## src/lcd_cmd_pkg.sv

```systemverilog
package lcd_cmd_pkg;
  // command codes
  localparam logic [7:0] CMD_DISPLAY_OFF = 8'h28;
  localparam logic [7:0] CMD_DISPLAY_ON = 8'h29;
  localparam logic [7:0] CMD_COLUMN_WINDOW_SET = 8'h2A;
  localparam logic [7:0] CMD_PAGE_WINDOW_SET = 8'h2B;
  localparam logic [7:0] CMD_MEMORY_WRITE = 8'h2C;
  localparam logic [7:0] CMD_COLOUR_LUT_LOAD = 8'h2D;
  localparam logic [7:0] CMD_RAM_READ = 8'h2E;
  localparam logic [7:0] CMD_MEMORY_ACCESS_CONTROL = 8'h36;
  // reset window bounds
  localparam logic [7:0] START_COLUMN_RESET = 8'h00;
  localparam logic [7:0] END_COLUMN_RESET_FULL = 8'h67;
  localparam logic [7:0] END_COLUMN_RESET_DIV = 8'h61;
  localparam logic [7:0] START_PAGE_RESET = 8'h00;
  localparam logic [7:0] END_PAGE_RESET_FULL = 8'h53;
  localparam logic [7:0] END_PAGE_RESET_DIV = 8'h42;
  // physical ram size
  localparam int RAM_COLUMNS = 104;
  localparam int RAM_PAGES = 84;
  // lut layout: 8 red, 8 green, 4 blue
  localparam logic [4:0] LUT_ENTRIES = 5'h14;
  localparam logic [4:0] LUT_GREEN_BASE = 5'h08;
  localparam logic [4:0] LUT_BLUE_BASE = 5'h10;
  // memory access control direction bit position
  localparam int MAC_PAGE_DIR_BIT = 5;
  localparam logic [7:0] MAC_RESET = 8'h00;

  // host byte as it arrives
  typedef struct packed {
    logic is_data;
    logic [7:0] value;
  } host_byte_type;

  // pixel word leaving toward the ram
  typedef struct packed {
    logic [7:0] column;
    logic [7:0] page;
    logic [11:0] colour;
  } pixel_word_type;

  typedef enum logic [5:0] {
    ST_IDLE = 6'h01,
    ST_COL_PARAM = 6'h02,
    ST_PAGE_PARAM = 6'h04,
    ST_WRITE = 6'h08,
    ST_LUT = 6'h10,
    ST_READ = 6'h20
  } mode_type;
endpackage

```

## src/pixel_skid_buffer.sv

```systemverilog
`timescale 1ns/1ps
// two-entry buffer; upstream ready is registered so a stall never drops a word
module pixel_skid_buffer #(
  parameter int WIDTH = 28
) (
  input wire logic clk_sys,
  input wire logic reset,
  input wire logic [WIDTH-1:0] in_data,
  input wire logic in_valid,
  output logic in_ready,
  output logic [WIDTH-1:0] out_data,
  output logic out_valid,
  input wire logic out_ready
);
  logic [WIDTH-1:0] slot0_q;
  logic [WIDTH-1:0] slot1_q;
  logic [1:0] count_q;
  logic push;
  logic pop;

  assign push = in_valid && in_ready;
  assign pop = out_valid && out_ready;
  assign in_ready = (count_q != 2'h2);
  assign out_valid = (count_q != 2'h0);
  assign out_data = slot0_q;

  // occupancy
  always_ff @(posedge clk_sys) begin
    if (reset) begin
      count_q <= 2'h0;
    end else if (push && !pop) begin
      count_q <= count_q + 2'h1;
    end else if (pop && !push) begin
      count_q <= count_q - 2'h1;
    end
  end

  // head slot shifts forward on pop
  always_ff @(posedge clk_sys) begin
    if (reset) begin
      slot0_q <= '0;
      slot1_q <= '0;
    end else begin
      if (pop) begin
        slot0_q <= (count_q == 2'h2) ? slot1_q : in_data;
      end else if (push && count_q == 2'h0) begin
        slot0_q <= in_data;
      end
      if (push && ((count_q == 2'h1 && !pop) || (count_q == 2'h2))) begin
        slot1_q <= in_data;
      end
    end
  end
endmodule

```

## src/lcd_ram_window_commands.sv

```systemverilog
`timescale 1ns/1ps
module lcd_ram_window_commands (
  input wire logic clk_sys,
  input wire logic reset,
  input wire logic ram_division_strap,
  input wire lcd_cmd_pkg::host_byte_type host_byte,
  input wire logic host_valid,
  output logic host_ready,
  input wire logic colour_256_mode,
  output logic display_on,
  output logic segments_off,
  output lcd_cmd_pkg::pixel_word_type pixel_word,
  output logic pixel_valid,
  input wire logic pixel_ready,
  output logic [7:0] read_column,
  output logic [7:0] read_page,
  output logic read_request,
  output logic read_in_range,
  output logic [7:0] start_column,
  output logic [7:0] end_column,
  output logic [7:0] start_page,
  output logic [7:0] end_page,
  output logic page_direction
);
  import lcd_cmd_pkg::*;

  // decoder and display state
  mode_type mode_q;
  logic display_on_q;

  // write window bounds and address counters
  logic [7:0] start_column_q;
  logic [7:0] end_column_q;
  logic [7:0] start_page_q;
  logic [7:0] end_page_q;
  logic [7:0] column_q;
  logic [7:0] page_q;

  // parameter phase, access control and lut
  logic second_param_q;
  logic mac_pending_q;
  logic [7:0] mac_q;
  logic [4:0] lut_index_q;
  logic [3:0] lut_q [0:19];

  // strap capture and ram read strobe
  logic strap_taken_q;
  logic read_request_q;
  logic read_in_range_q;
  logic [7:0] read_column_q;
  logic [7:0] read_page_q;

  // buffer hookup and decoded strobes
  logic buf_in_ready;
  logic buf_in_valid;
  pixel_word_type buf_in_data;
  pixel_word_type buf_out_data;
  logic buf_out_valid;
  logic take;
  logic is_cmd;
  logic is_data;
  logic in_range;
  logic [11:0] colour;
  logic advance;

  // in write mode every byte waits for buffer room, a command as well;
  // keeps ready off the select bit, at the cost of a later exit from a stalled write
  assign host_ready = (mode_q != ST_WRITE) || buf_in_ready;
  assign take = host_valid && host_ready;
  assign is_cmd = take && !host_byte.is_data;
  assign is_data = take && host_byte.is_data;
  assign in_range = (column_q < 8'(RAM_COLUMNS)) && (page_q < 8'(RAM_PAGES));
  assign advance = (is_data && (mode_q == ST_WRITE || mode_q == ST_READ));

  // palette translation; upper lut bits never stored so only low nibble matters
  always_comb begin
    if (colour_256_mode) begin
      colour = {lut_q[{2'h0, host_byte.value[7:5]}],
                lut_q[LUT_GREEN_BASE + {2'h0, host_byte.value[4:2]}],
                lut_q[LUT_BLUE_BASE + {3'h0, host_byte.value[1:0]}]};
    end else begin
      colour = {4'h0, host_byte.value}; // direct byte when not in 256-colour mode
    end
  end

  // out-of-range writes never enter the buffer
  assign buf_in_valid = is_data && (mode_q == ST_WRITE) && in_range;
  assign buf_in_data = '{column: column_q, page: page_q, colour: colour};

  pixel_skid_buffer #(
    .WIDTH($bits(pixel_word_type))
  ) u_buffer (
    .clk_sys(clk_sys),
    .reset(reset),
    .in_data(buf_in_data),
    .in_valid(buf_in_valid),
    .in_ready(buf_in_ready),
    .out_data(buf_out_data),
    .out_valid(buf_out_valid),
    .out_ready(pixel_ready)
  );

  // command decoder; any command byte ends write, read and parameter phases
  always_ff @(posedge clk_sys) begin
    if (reset) begin
      mode_q <= ST_IDLE;
    end else if (is_cmd) begin
      case (host_byte.value)
        CMD_COLUMN_WINDOW_SET: mode_q <= ST_COL_PARAM;
        CMD_PAGE_WINDOW_SET: mode_q <= ST_PAGE_PARAM;
        CMD_MEMORY_WRITE: mode_q <= ST_WRITE;
        CMD_COLOUR_LUT_LOAD: mode_q <= ST_LUT;
        CMD_RAM_READ: mode_q <= ST_READ;
        default: mode_q <= ST_IDLE;
      endcase
    end else if (is_data) begin
      case (mode_q)
        ST_COL_PARAM, ST_PAGE_PARAM: begin
          if (second_param_q) begin
            mode_q <= ST_IDLE;
          end
        end
        ST_LUT: begin
          if (lut_index_q == LUT_ENTRIES - 5'h1) begin
            mode_q <= ST_IDLE;
          end
        end
        default: mode_q <= mode_q;
      endcase
    end
  end

  // display on/off; off after reset, only the on code leaves it
  always_ff @(posedge clk_sys) begin
    if (reset) begin
      display_on_q <= 1'b0;
    end else if (is_cmd && host_byte.value == CMD_DISPLAY_OFF) begin
      display_on_q <= 1'b0;
    end else if (is_cmd && host_byte.value == CMD_DISPLAY_ON) begin
      display_on_q <= 1'b1;
    end
  end

  // strap caught by a clocked process after release, never under reset
  always_ff @(posedge clk_sys) begin
    if (reset) begin
      strap_taken_q <= 1'b0;
    end else begin
      strap_taken_q <= 1'b1;
    end
  end

  // parameter phase tracker for the two-byte window commands
  always_ff @(posedge clk_sys) begin
    if (reset || is_cmd) begin
      second_param_q <= 1'b0;
    end else if (is_data && (mode_q == ST_COL_PARAM || mode_q == ST_PAGE_PARAM)) begin
      second_param_q <= !second_param_q;
    end
  end

  // window bounds; defaults follow the ram-division strap
  always_ff @(posedge clk_sys) begin
    if (reset) begin
      start_column_q <= START_COLUMN_RESET;
      end_column_q <= END_COLUMN_RESET_FULL;
      start_page_q <= START_PAGE_RESET;
      end_page_q <= END_PAGE_RESET_FULL;
    end else if (!strap_taken_q) begin
      start_column_q <= START_COLUMN_RESET;
      end_column_q <= ram_division_strap ? END_COLUMN_RESET_DIV : END_COLUMN_RESET_FULL;
      start_page_q <= START_PAGE_RESET;
      end_page_q <= ram_division_strap ? END_PAGE_RESET_DIV : END_PAGE_RESET_FULL;
    end else if (is_data && mode_q == ST_COL_PARAM) begin
      if (!second_param_q) begin
        start_column_q <= host_byte.value;
      end else begin
        end_column_q <= host_byte.value;
      end
    end else if (is_data && mode_q == ST_PAGE_PARAM) begin
      if (!second_param_q) begin
        start_page_q <= host_byte.value;
      end else begin
        end_page_q <= host_byte.value;
      end
    end
  end

  // memory access control: one parameter byte, direction bit steers scanning
  always_ff @(posedge clk_sys) begin
    if (reset) begin
      mac_q <= MAC_RESET;
      mac_pending_q <= 1'b0;
    end else if (is_cmd) begin
      mac_pending_q <= (host_byte.value == CMD_MEMORY_ACCESS_CONTROL);
    end else if (is_data && mac_pending_q) begin
      mac_q <= host_byte.value;
      mac_pending_q <= 1'b0;
    end
  end

  // address counters; window start loaded on write or read code
  always_ff @(posedge clk_sys) begin
    if (reset) begin
      column_q <= START_COLUMN_RESET;
      page_q <= START_PAGE_RESET;
    end else if (is_cmd && (host_byte.value == CMD_MEMORY_WRITE || host_byte.value == CMD_RAM_READ)) begin
      column_q <= start_column_q;
      page_q <= start_page_q;
    end else if (advance) begin
      if (!mac_q[MAC_PAGE_DIR_BIT]) begin
        if (column_q == end_column_q) begin
          column_q <= start_column_q;
          page_q <= page_q + 8'h1;
        end else begin
          column_q <= column_q + 8'h1;
        end
      end else begin
        if (page_q == end_page_q) begin
          page_q <= start_page_q;
          column_q <= column_q + 8'h1;
        end else begin
          page_q <= page_q + 8'h1;
        end
      end
    end
  end

  // lut loading; contents undefined until the host fills all twenty entries
  always_ff @(posedge clk_sys) begin
    if (reset || is_cmd) begin
      lut_index_q <= 5'h00;
    end else if (is_data && mode_q == ST_LUT) begin
      lut_q[lut_index_q] <= host_byte.value[3:0];
      lut_index_q <= lut_index_q + 5'h01;
    end
  end

  // read requests to the ram; each data strobe in read mode fetches one byte
  always_ff @(posedge clk_sys) begin
    if (reset) begin
      read_request_q <= 1'b0;
      read_in_range_q <= 1'b0;
      read_column_q <= 8'h00;
      read_page_q <= 8'h00;
    end else begin
      read_request_q <= is_data && (mode_q == ST_READ);
      if (is_data && mode_q == ST_READ) begin
        read_column_q <= column_q;
        read_page_q <= page_q;
        read_in_range_q <= in_range;
      end
    end
  end

  // registered views of state
  always_ff @(posedge clk_sys) begin
    if (reset) begin
      display_on <= 1'b0;
      segments_off <= 1'b1;
      start_column <= START_COLUMN_RESET;
      end_column <= END_COLUMN_RESET_FULL;
      start_page <= START_PAGE_RESET;
      end_page <= END_PAGE_RESET_FULL;
      page_direction <= 1'b0;
    end else begin
      display_on <= display_on_q;
      segments_off <= !display_on_q;
      start_column <= start_column_q;
      end_column <= end_column_q;
      start_page <= start_page_q;
      end_page <= end_page_q;
      page_direction <= mac_q[MAC_PAGE_DIR_BIT];
    end
  end

  // buffer head and ram strobes; the panel scan side stops ram access on segments_off,
  // so host writes still land while the display is off
  assign pixel_word = buf_out_data;
  assign pixel_valid = buf_out_valid;
  assign read_request = read_request_q;
  assign read_in_range = read_in_range_q;
  assign read_column = read_column_q;
  assign read_page = read_page_q;
endmodule

```

## config.mk

```make
export PLATFORM = sky130hd
export DESIGN_NAME = lcd_ram_window_commands
export DESIGN_NICKNAME = d
export VERILOG_FILES = /design/src/lcd_cmd_pkg.sv /design/src/pixel_skid_buffer.sv /design/src/lcd_ram_window_commands.sv
export SDC_FILE = /design/constraint.sdc
export NUM_CORES = 1
export LEC_CHECK = 0
export BUFFER_PORTS_ARGS = -buffer_cell sky130_fd_sc_hd__clkbuf_2
export CORE_MARGIN = 8
export CORE_UTILIZATION = 59
export CTS_CLUSTER_DIAMETER = 100
export DETAILED_ROUTE_END_ITERATION = 7
export GPL_TIMING_DRIVEN = 0
export MAX_ROUTING_LAYER = met4
export PLACE_DENSITY_LB_ADDON = 0.08
export SLEW_MARGIN = 20
export SYNTH_ARGS = -nofsm -noshare
export SYNTH_HDL_FRONTEND = slang
export SYNTH_HIERARCHICAL = 1
export SYNTH_SLANG_ARGS = --single-unit
export TNS_END_PERCENT = 5
```

## constraint.sdc

```tcl
create_clock -name clk_sys -period 3.12 [get_ports clk_sys]
set_input_delay 0 -clock clk_sys [delete_from_list [all_inputs] [get_ports clk_sys]]
set_output_delay 0 -clock clk_sys [all_outputs]
set_load 0.03 [all_outputs]
```

### Word-level counts from Yosys, hierarchy flattened

Memory sizes are Yosys's and may differ from the RTL's.
Index checks and enable logic that the tools add are counted.

* logic and storage cells: 158
* RAM bits: 80
* bits of input ports: 15
* memories: 1
* bits in registers: 180
* output and inout bits: 83

Memory list
* lut_q: depth 20, width 4, read ports 3, clocked after Yosys merged registers in 0, wr ports 1, RTL line lcd_ram_window_commands.sv:44 `logic [3:0] lut_q [0:19];`

* eq/ne operators: 27
* add/sub/neg operators: 7
* bitwise logic cells: 4
* magnitude comparators: 2
* reduce and logical (&&, ||, !) cells: 54
* mux-type cells: 36

Operators with widths (count)
* $mux 8: 16
* $mux 28: 3
* $eq 8x6->1 const B: 8
* $pmux 6 s5: 1
* $mux 6: 4
* $logic_and 1x1->1: 23
* $add 8x1->8 const B: 2
* $eq 8x8->1: 2
* $lt 8x7->1 const B: 2
* $mux 12: 1
* $pmux 6 s2: 1
* $reduce_bool 2->1: 6
* $reduce_and 2->1: 5
* $eq 6x2->1 const B: 1
* $eq 6x3->1 const B: 1
* $eq 6x4->1 const B: 1
* $eq 6x5->1 const B: 1
* $eq 6x6->1 const B: 1
* $logic_or 1x1->1: 6
* $mux 1: 6
* $ne 2x2->1 const B: 3
* $ne 3x3->1 const B: 2
* $ne 6x4->1 const B: 1
* $reduce_and 3->1: 2
* other kinds (19): 31

### Logic depth before layout (Yosys ltp)

Gate-level depths: netlist (run 1).

* depth in word-level cells: 11
* gate-level depth with buffers: 13
* gate-level depth less buffers: 9

### By module

Netlist (run 1), hierarchy kept.

By module, submodules not included
* lcd_ram_window_commands: times used 1, cells an instance 675, sequential area each 4744.6 um^2, area an instance 8110.3 um^2
* pixel_skid_buffer: times used 1, cells an instance 272, sequential area each 1161.1 um^2, area an instance 2897.8 um^2

### Worst setup path after synthesis (run 1)

Ideal clock, no wire load.

* path kind: register to register
* start point: register u_buffer.count_q[0]
* end point: memory lut_q[14][0], enable pin
* clock period less this slack: 2.942 ns
* path buffers: 4
* stages on the path, launching flop included: 14
* data arrival time: 2.686 ns
* path slack: 0.178 ns
* library setup time: 0.256 ns
* data required time: 2.864 ns
* cell sequence: dfxtp_1 > inv_1 > ha_1 > buf_2 > buf_6 > buf_6 > inv_2 > or4b_4 > or2_2 > and4_1 > clkbuf_1 > and2_1 > nand2_1 > nor2_1

* word-level cells in the longest chain between the ends: 8
* elaborated cells between the ends (all ways): 10
* classes of those cells: eq/ne (1); mux (3); reduce/logical (6)

Ends and longest elaborated chain
* from (decl): RTL line pixel_skid_buffer.sv:17 `logic [1:0] count_q;`
* from (signal assigned): RTL line pixel_skid_buffer.sv:32 `count_q <= count_q + 2'h1;`
* from (signal assigned): RTL line pixel_skid_buffer.sv:34 `count_q <= count_q - 2'h1;`
* $ne 2x2->1 *: RTL line pixel_skid_buffer.sv:23 `assign in_ready = (count_q != 2'h2);`
* named net buf_in_ready: RTL line lcd_ram_window_commands.sv:54 `logic buf_in_ready;`
* $logic_or 1x1->1 *: RTL line lcd_ram_window_commands.sv:68 `assign host_ready = (mode_q != ST_WRITE) || buf_in_ready;`
* named net host_ready: RTL line lcd_ram_window_commands.sv:8 `output logic host_ready,`
* $logic_and 1x1->1 *: RTL line lcd_ram_window_commands.sv:69 `assign take = host_valid && host_ready;`
* $logic_and 1x1->1: RTL line lcd_ram_window_commands.sv:71 `assign is_data = take && host_byte.is_data;`
* $logic_and 1x1->1: RTL line lcd_ram_window_commands.sv:233 `end else if (is_data && mode_q == ST_LUT) begin`
* $mux 1: RTL line lcd_ram_window_commands.sv:233
* $mux 1 *: RTL line lcd_ram_window_commands.sv:231 `if (reset || is_cmd) begin`
* $mux 1 (not written as such) *: RTL line lcd_ram_window_commands.sv:234 `lut_q[lut_index_q] <= host_byte.value[3:0];`
* to (decl): RTL line lcd_ram_window_commands.sv:44

The timed path passes the listed nets; every way through them passes the cells marked *.

### Final worst setup path (run 1)

* start point: register u_buffer.count_q[0]
* end point: memory lut_q[17][1], enable pin

* word-level cells in the longest chain between the ends: 8
* elaborated cells between the ends (all ways): 10
* classes of those cells: eq/ne (1); mux (3); reduce/logical (6)

Ends and longest elaborated chain (RTL line)
* $ne 2x2->1 *: pixel_skid_buffer.sv:23
* named net buf_in_ready: lcd_ram_window_commands.sv:54
* $logic_or 1x1->1 *: lcd_ram_window_commands.sv:68
* $logic_and 1x1->1 *: lcd_ram_window_commands.sv:69
* $logic_and 1x1->1: lcd_ram_window_commands.sv:71
* $logic_and 1x1->1: lcd_ram_window_commands.sv:233
* $mux 1: lcd_ram_window_commands.sv:233
* $mux 1 *: lcd_ram_window_commands.sv:231
* $mux 1 (not written as such) *: lcd_ram_window_commands.sv:234

Marks and branches as above.

==> results of run 1 <==
-- cells in the mapped netlist, drive strengths merged, types with 4 or more instances --
cell type,instances
dfxtp,175
mux2i,127
nor2,97
edfxtp,80
nand2b,64
a21oi,52
clkbuf,33
nor2b,30
buf,29
inv,28
o221a,28
nand2,26
mux4,18
xnor2,17
or2,12
o32ai,10
ha,9
nand4,9
o21ai,9
nor3,7
or3,7
nand3,6
a21o,5
a31oi,5
and2,5
nor4,5
xor2,5
mux2,4
nand3b,4
or3b,4
-- power groups by stage --
stage	clock network, µW	logic [µW]	registers (µW)
after global placement	0	1210	3690
final	3460	1250	3620
after CTS	3500	1250	3620
after global routing	3640	1330	3630
after detailed placement	0	1220	3690
after floorplan	0	705	3870
-- cell type report --
class	count	area [µm²]	area share, %
sequential	255	5910	45.9
multi-input combinational	601	4690	36.4
clock buffer	32	704	5.47
timing repair buffer	105	578	4.49
buffer	61	335	2.60
tap	234	293	2.27
clock inverter	18	268	2.08
inverter	29	109	0.845
-- routing by layer --
layer,vias to the layer above,GRT usage (%)
met5,-,-
met4,0,5.61
met3,31,4.54
met2,279,37.0
met1,3801,31.2
li1,3667,-
-- worst paths after layout --
| check | to | slack (ns) | cells past startpoint |
|---|---|---|---|
| setup reg to reg | lut_q[17][1] | 0.13 | 12 |
| hold reg to reg | segments_off | 0.41 | 1 |
| hold / removal | u_buffer/slot1_q[24] | 0.02 | 3 |
| setup / recovery | lut_q[17][1] | 0.13 | 12 |
-- metrics by stage --
step                      util (%)  cell area [µm²]
after floorplan                  -            11000
after global placement        63.6            11800
after detailed placement      63.6            11800
after CTS                     69.4            12900
after global routing          69.6            12900
final                         69.6            12900
-- registers in the layout (all words and copies together) (netlist names), 2 cells and up --
name               flops
start_page             8
lut_q                 80
page_q                 8
end_page               8
u_buffer/out_data     28
read_page              8
u_buffer/count_q       2
end_column             8
lut_index_q            5
start_page_q           8
start_column           8
start_column_q         8
end_column_q           8
column_q               8
read_column            8
end_page_q             8
u_buffer/slot1_q      28
mode_q                 6
-- worst max-delay path, stage by stage, from the launching register on --
cell and delay (ns):
dfxtp_1 0.34, inv_1 0.09, ha_1 0.17, clkbuf_4 0.18, buf_12 0.11, inv_2 0.06, or4b_4 0.52, or2_2 0.33
and4_1 0.21, clkbuf_1 0.18, and2_4 0.23, nand2_2 0.16, nor2_1 0.15
-- timing repair --
action                     4_1_cts  5_1_grt
resized for setup                7        6
hold endpoints to repair        66        0
buffers inserted                 1        0
hold buffers                    10        0
setup endpoints to repair       95       91
-- layout by cell type (no fill, tap or decap), drive strengths merged, types with 7 or more instances in the layout --
cell / count
dfxtp: 175
clkbuf: 160
mux2i: 127
nor2: 97
edfxtp: 80
nand2b: 64
a21oi: 52
nor2b: 30
inv: 29
o221a: 28
buf: 28
nand2: 26
mux4: 18
xnor2: 17
or2: 12
o32ai: 10
dlygate4sd3: 10
nand4: 9
ha: 9
o21ai: 9
clkinv: 8
or3: 7
nor3: 7
-- logic make-up after synthesis --
kind of cell | count (synthesis) | synth area share [%]
flops | 255 | 53.6
mux | 149 | 15.6
compound gates | 130 | 9.04
fa+ha+maj | 10 | 1.13
simple gates | 289 | 14.6
xor+xnor | 23 | 1.95
buf+inv | 91 | 4.03
==> flow_metrics.py, run 1 <==
metrics = {
    "setup_path": {
        "rr_startpoint": "u_buffer/count_q[0]",
        "endpoint_kind": "register",
        "worstPathRequired_ns": 3.39,
        "worst_setup_path_start_kind": "register",
        "path_class": "reg -> reg",
        "path_max_fanout": 6,
        "arrival_ns": 3.25,
        "crit_path_start": "u_buffer/count_q[0]",
    },
    "global_route": {
        "grt_pass1_vias": 7633,
        "grt_overflow": 0,
        "grt_pass1_wl_um": 42900,
        "antenna_found_initial": 0,
        "grt_usage_pct": 23.6,
        "grt_max_degree": 27,
    },
    "power_and_ir_drop": {
        "finalPower_uw": 8320,
        "irDropWorstVdd_uv": 661,
        "cellPowerDensity_nw_per_um2": 646,
        "power_report.internal_total_uw": 6140,
        "switchingPower_uw": 2180,
        "seq_power_share_pct": 43.5,
        "sw_frac_of_total_pct": 26.2,
        "clkPwrFrac_pct": 41.5,
        "power_leakage_uw": 0.00465,
        "comb_power_share_pct": 15.0,
    },
    "cells_and_area": {
        "n_antenna_cell": 0,
        "area_growth_pct": 17.0,
        "stdcell_count": 1335,
        "drive_gt1_share_pct": 20.5,
        "num-nets-final": 1104,
        "fill_cells": 1381,
    },
    "synth": {
        "synth_nets": 971,
        "yosysTopAreaCellShare_pct": 31.8,
        "synth-main-ff-cell": "dfxtp_1",
        "synth_edf_count": 80,
        "synthArstFlopShare_pct": 0,
        "ys_ff_latch": 255,
        "synth_top_area_cell": "dfxtp_1",
        "netlist_instances": 947,
        "synth.distinct_cells": 76,
        "synth.area.top_cells": "dfxtp_1, edfxtp_1, mux2i_1",
        "synthesis.area_um2": 11000,
        "yosys_warnings": 6,
        "synth_area_per_cell_um2": 11.6,
        "ys_seq_area_share_pct": 53.6,
    },
    "routing": {
        "wl_per_cell_um": 20.6,
        "via_per_inst": 5.83,
        "drtAntennaViolNets": 0,
        "wl_met2_um": 12600,
        "vias": 7778,
        "wirelength_um": 27400,
        "highest_layer": "met4",
        "met1_length_um": 12400,
        "drt-pass1-iter-count": 5,
        "drt_iter0_markers": 697,
        "routed-wl-met3_um": 1990,
        "route.detailed.drc": 0,
    },
    "timing": {
        "finalHoldViolCount": 0,
        "grt_setup_unrepaired": "yes",
        "fin_crit_sh_pct": 95.8,
        "tightestPinTransition_ns": 0.948,
        "relSlewSlack_pct": 36.8,
        "max_freq_ghz": 0.335,
        "finalWorstSetupSlack_ns": 0.132,
        "fin_skew_ns": 0.0167,
        "setup_tns_ns": 0,
        "period_needed_ns": 2.99,
        "worst_hold_slack_ns": 0.0246,
        "finalSetupViolations": 0,
        "final_max_slew_viol_count": 0,
    },
    "worst_hold_path": {
        "hp-class": "in -> reg",
        "worstHoldStart": "reset",
    },
    "status": {
        "outcome": "complete, no violations",
    },
    "floorplanning": {
        "core_area_um2": 18500,
        "die_x_um": 153,
        "ios": 98,
        "start_util_pct": 59.4,
        "fp.dieH_um": 153,
        "rows": 50,
        "dieArea_um2": 23300,
    },
    "run": {
        "maxCapViolations": 0,
    },
    "placement": {
        "place_hpwl_um": 18900,
        "port_buffers": 94,
        "gp_congestion": 0.846,
        "pre_cts_slack_ns": -0.221,
        "place_inst": 1275,
    },
    "cts": {
        "cts_buffers": 27,
        "path_clk_slew_ns": 0.06,
        "clk_path_buf_depth": 3,
        "clock-root-buffer": "clkbuf_16",
        "insertion_delay_ns": 0.54,
        "cts_tree": "built",
        "clkSinkCount": 255,
        "cts_htree_levels": 1,
    },
}
Note: power is estimated with default switching activity, not from simulation.
==> inputs of run 2 (changes only) <==
--- a/config.mk
+++ b/config.mk
@@ -6,10 +6,13 @@
 export NUM_CORES = 1
 export LEC_CHECK = 0
 export BUFFER_PORTS_ARGS = -buffer_cell sky130_fd_sc_hd__clkbuf_2
+export CELL_PAD_IN_SITES_DETAIL_PLACEMENT = 1
+export CELL_PAD_IN_SITES_GLOBAL_PLACEMENT = 1
 export CORE_MARGIN = 8
-export CORE_UTILIZATION = 59
+export CORE_UTILIZATION = 48
 export CTS_CLUSTER_DIAMETER = 100
 export DETAILED_ROUTE_END_ITERATION = 7
+export GPL_ROUTABILITY_DRIVEN = 0
 export GPL_TIMING_DRIVEN = 0
 export MAX_ROUTING_LAYER = met4
 export PLACE_DENSITY_LB_ADDON = 0.08
==> run 2 against run 1 <==
The run now ends with hold timing left. Die area grew 20%. Total power down 2.2%. Final cell count increased by 3.5%. Highest routed layer unchanged. Count of clock-buffer cells in the layout grew 9.
==> flow_metrics.py, run 2 (synthesis results as in run 1) <==
metrics = {
    "setup_path": {
        "path_class": "reg -> reg",
        "arrival_ns": 3.25,
        "path_max_fanout": 6,
        "cpMaxStageDelayCell": "or4b_4",
        "slowest_delay_ns": 0.51,
        "endpoint_kind": "register",
        "reg2reg_depth": 12,
        "worstPathRequired_ns": 3.39,
        "rr_startpoint": "u_buffer/count_q[0]",
        "regToRegEndpoint": "lut_q[7][0]",
        "crit_chain": "inv_1 -> ha_1 -> buf_2 -> buf_12 -> inv_2 -> or4b_4 -> or2_2 -> and4_1 -> clkbuf_1 -> and2_2 -> nand2_2 -> nor2_1",
        "worst_setup_path_start_kind": "register",
        "worst-r2r-setup-slack_ns": 0.15,
    },
    "cells_and_area": {
        "area_growth_pct": 16.4,
        "post-route-util_pct": 56.7,
        "regArea_um2": 5910,
        "regMostFlops": "lut_q",
        "drive_gt1_share_pct": 20.3,
        "final_cell_area_um2": 12800,
        "multiInputGateArea_um2": 4680,
        "fill_cells": 2404,
        "final_cell_mix": "dfxtp_1, mux2i_1, nor2_1",
        "num-nets-final": 1100,
        "largest_register_ffs": 80,
        "n_antenna_cell": 0,
        "mostFrequentLayoutCell": "dfxtp_1",
    },
    "worst_hold_path": {
        "hp-class": "in -> reg",
        "worstHoldStart": "reset",
        "hold_depth": 3,
        "min_to": "u_buffer/slot1_q[5]",
    },
    "routing": {
        "drt-pass1-iter-count": 4,
        "vias": 7820,
        "wl_per_cell_um": 22.3,
        "wirelength_um": 30900,
        "via_per_inst": 5.66,
        "route.detailed.drc": 0,
        "drtAntennaViolNets": 0,
        "drt_iter0_markers": 540,
    },
    "placement": {
        "port_buffers": 94,
        "placed_area_um2": 11800,
        "place_hpwl_um": 21800,
    },
    "floorplanning": {
        "dieArea_um2": 28000,
        "rows": 55,
        "start_util_pct": 48.8,
        "ios": 98,
        "die_x_um": 167,
        "fp.dieH_um": 167,
        "core_area_um2": 22600,
    },
    "power_and_ir_drop": {
        "finalPower_uw": 8140,
        "power_leakage_uw": 0.00460,
        "irDropWorstVdd_uv": 494,
        "cellPowerDensity_nw_per_um2": 636,
    },
    "run": {
        "maxCapViolations": 0,
    },
    "cts": {
        "path_clk_slew_ns": 0.06,
        "cts_htree_levels": 1,
        "clk_path_buf_depth": 3,
        "cts_buffers": 28,
        "clkSinkCount": 255,
        "cts_tree": "built",
        "clock-root-buffer": "clkbuf_16",
        "insertion_delay_ns": 0.54,
    },
    "timing": {
        "max_freq_ghz": 0.336,
        "finalSetupViolations": 0,
        "tightestPinTransition_ns": 0.951,
        "fin_crit_sh_pct": 95.3,
        "grt_setup_unrepaired": "yes",
        "setup_tns_ns": 0,
        "relSlewSlack_pct": 36.6,
        "fin_skew_ns": 0.0130,
        "final_max_slew_viol_count": 0,
        "finalHoldViolCount": 3,
        "worst_hold_slack_ns": -0.00284,
        "period_needed_ns": 2.97,
    },
    "status": {
        "outcome": "finished, violations left",
        "violations": "hold timing",
    },
    "global_route": {
        "grt_overflow": 0,
        "grt_pass1_vias": 8344,
        "grt_usage_pct": 22.5,
        "grt_pass1_wl_um": 48700,
        "grt_max_degree": 27,
        "antenna_found_initial": 0,
    },
}
## run 2: worst max-delay path by stage
stage,slack [ns],cells past startpoint,to,start
final,0.15,12,lut_q[7][0],u_buffer/count_q[0]
after global routing,-0.02,12,lut_q[2][3],u_buffer/count_q[0]
after CTS,0.14,12,lut_q[19][3],u_buffer/count_q[0]
after detailed placement,-0.22,13,lut_q[2][0],u_buffer/count_q[0]
after global placement,-0.20,13,lut_q[4][2],u_buffer/count_q[0]
after floorplan,0.18,13,lut_q[14][0],u_buffer/count_q[0]
## run 2: layout make-up
| type | count | share of cell area [%] |
|---|---|---|
| flip-flops and latches | 255 | 46.1 |
| well taps | 285 | 2.78 |
| repair buffers | 100 | 4.12 |
| plain buffers | 61 | 2.60 |
| clock buffers | 41 | 6.25 |
| multi-input cells | 601 | 36.5 |
| clock inverters | 10 | 0.781 |
| inverters | 29 | 0.850 |
## run 2: power breakdown
part           leakage [µW]  total [µW]  switching [µW]  internal (µW)
clock              0.000447        3260            1330           1930
combinational       0.00202        1260             786            476
sequential          0.00213        3620            82.0           3540
total               0.00460        8140            2190           5950
## run 2: timing repair
action                     in CTS  in global routing
hold buffers                    5                  0
setup endpoints to repair      94                 26
gates resized for setup         7                  2
setup buffers                   1                  0
hold endpoints to repair       11                  0
## run 2: per-stage QoR
stage / setup slack (ns) / hold WS (ns) / cells
after floorplan: 0.178 / 0.0989 / 947
after CTS: 0.141 / 0.00214 / 1382
after global routing: -0.0248 / 0.0222 / 1382
final: 0.146 / -0.00284 / 1382
after global placement: -0.198 / 0.337 / 1326
after detailed placement: -0.219 / 0.347 / 1326
## run 2: routing by layer
metal	up-vias	track usage (%)	part of all wire, %
met5	-	-	0
met4	0	5.63	1.9
met3	43	3.34	4.6
met2	175	36.2	47
met1	3940	29.5	46
li1	3662	-	-
## run 2: worst max-delay path, delay by kind of cell, from the launching register on
kind / cells / cell delay, ns
buf+inv: 5 / 0.58
simple gates: 6 / 1.65
fa+ha+maj: 1 / 0.15
flops: 1 / 0.33
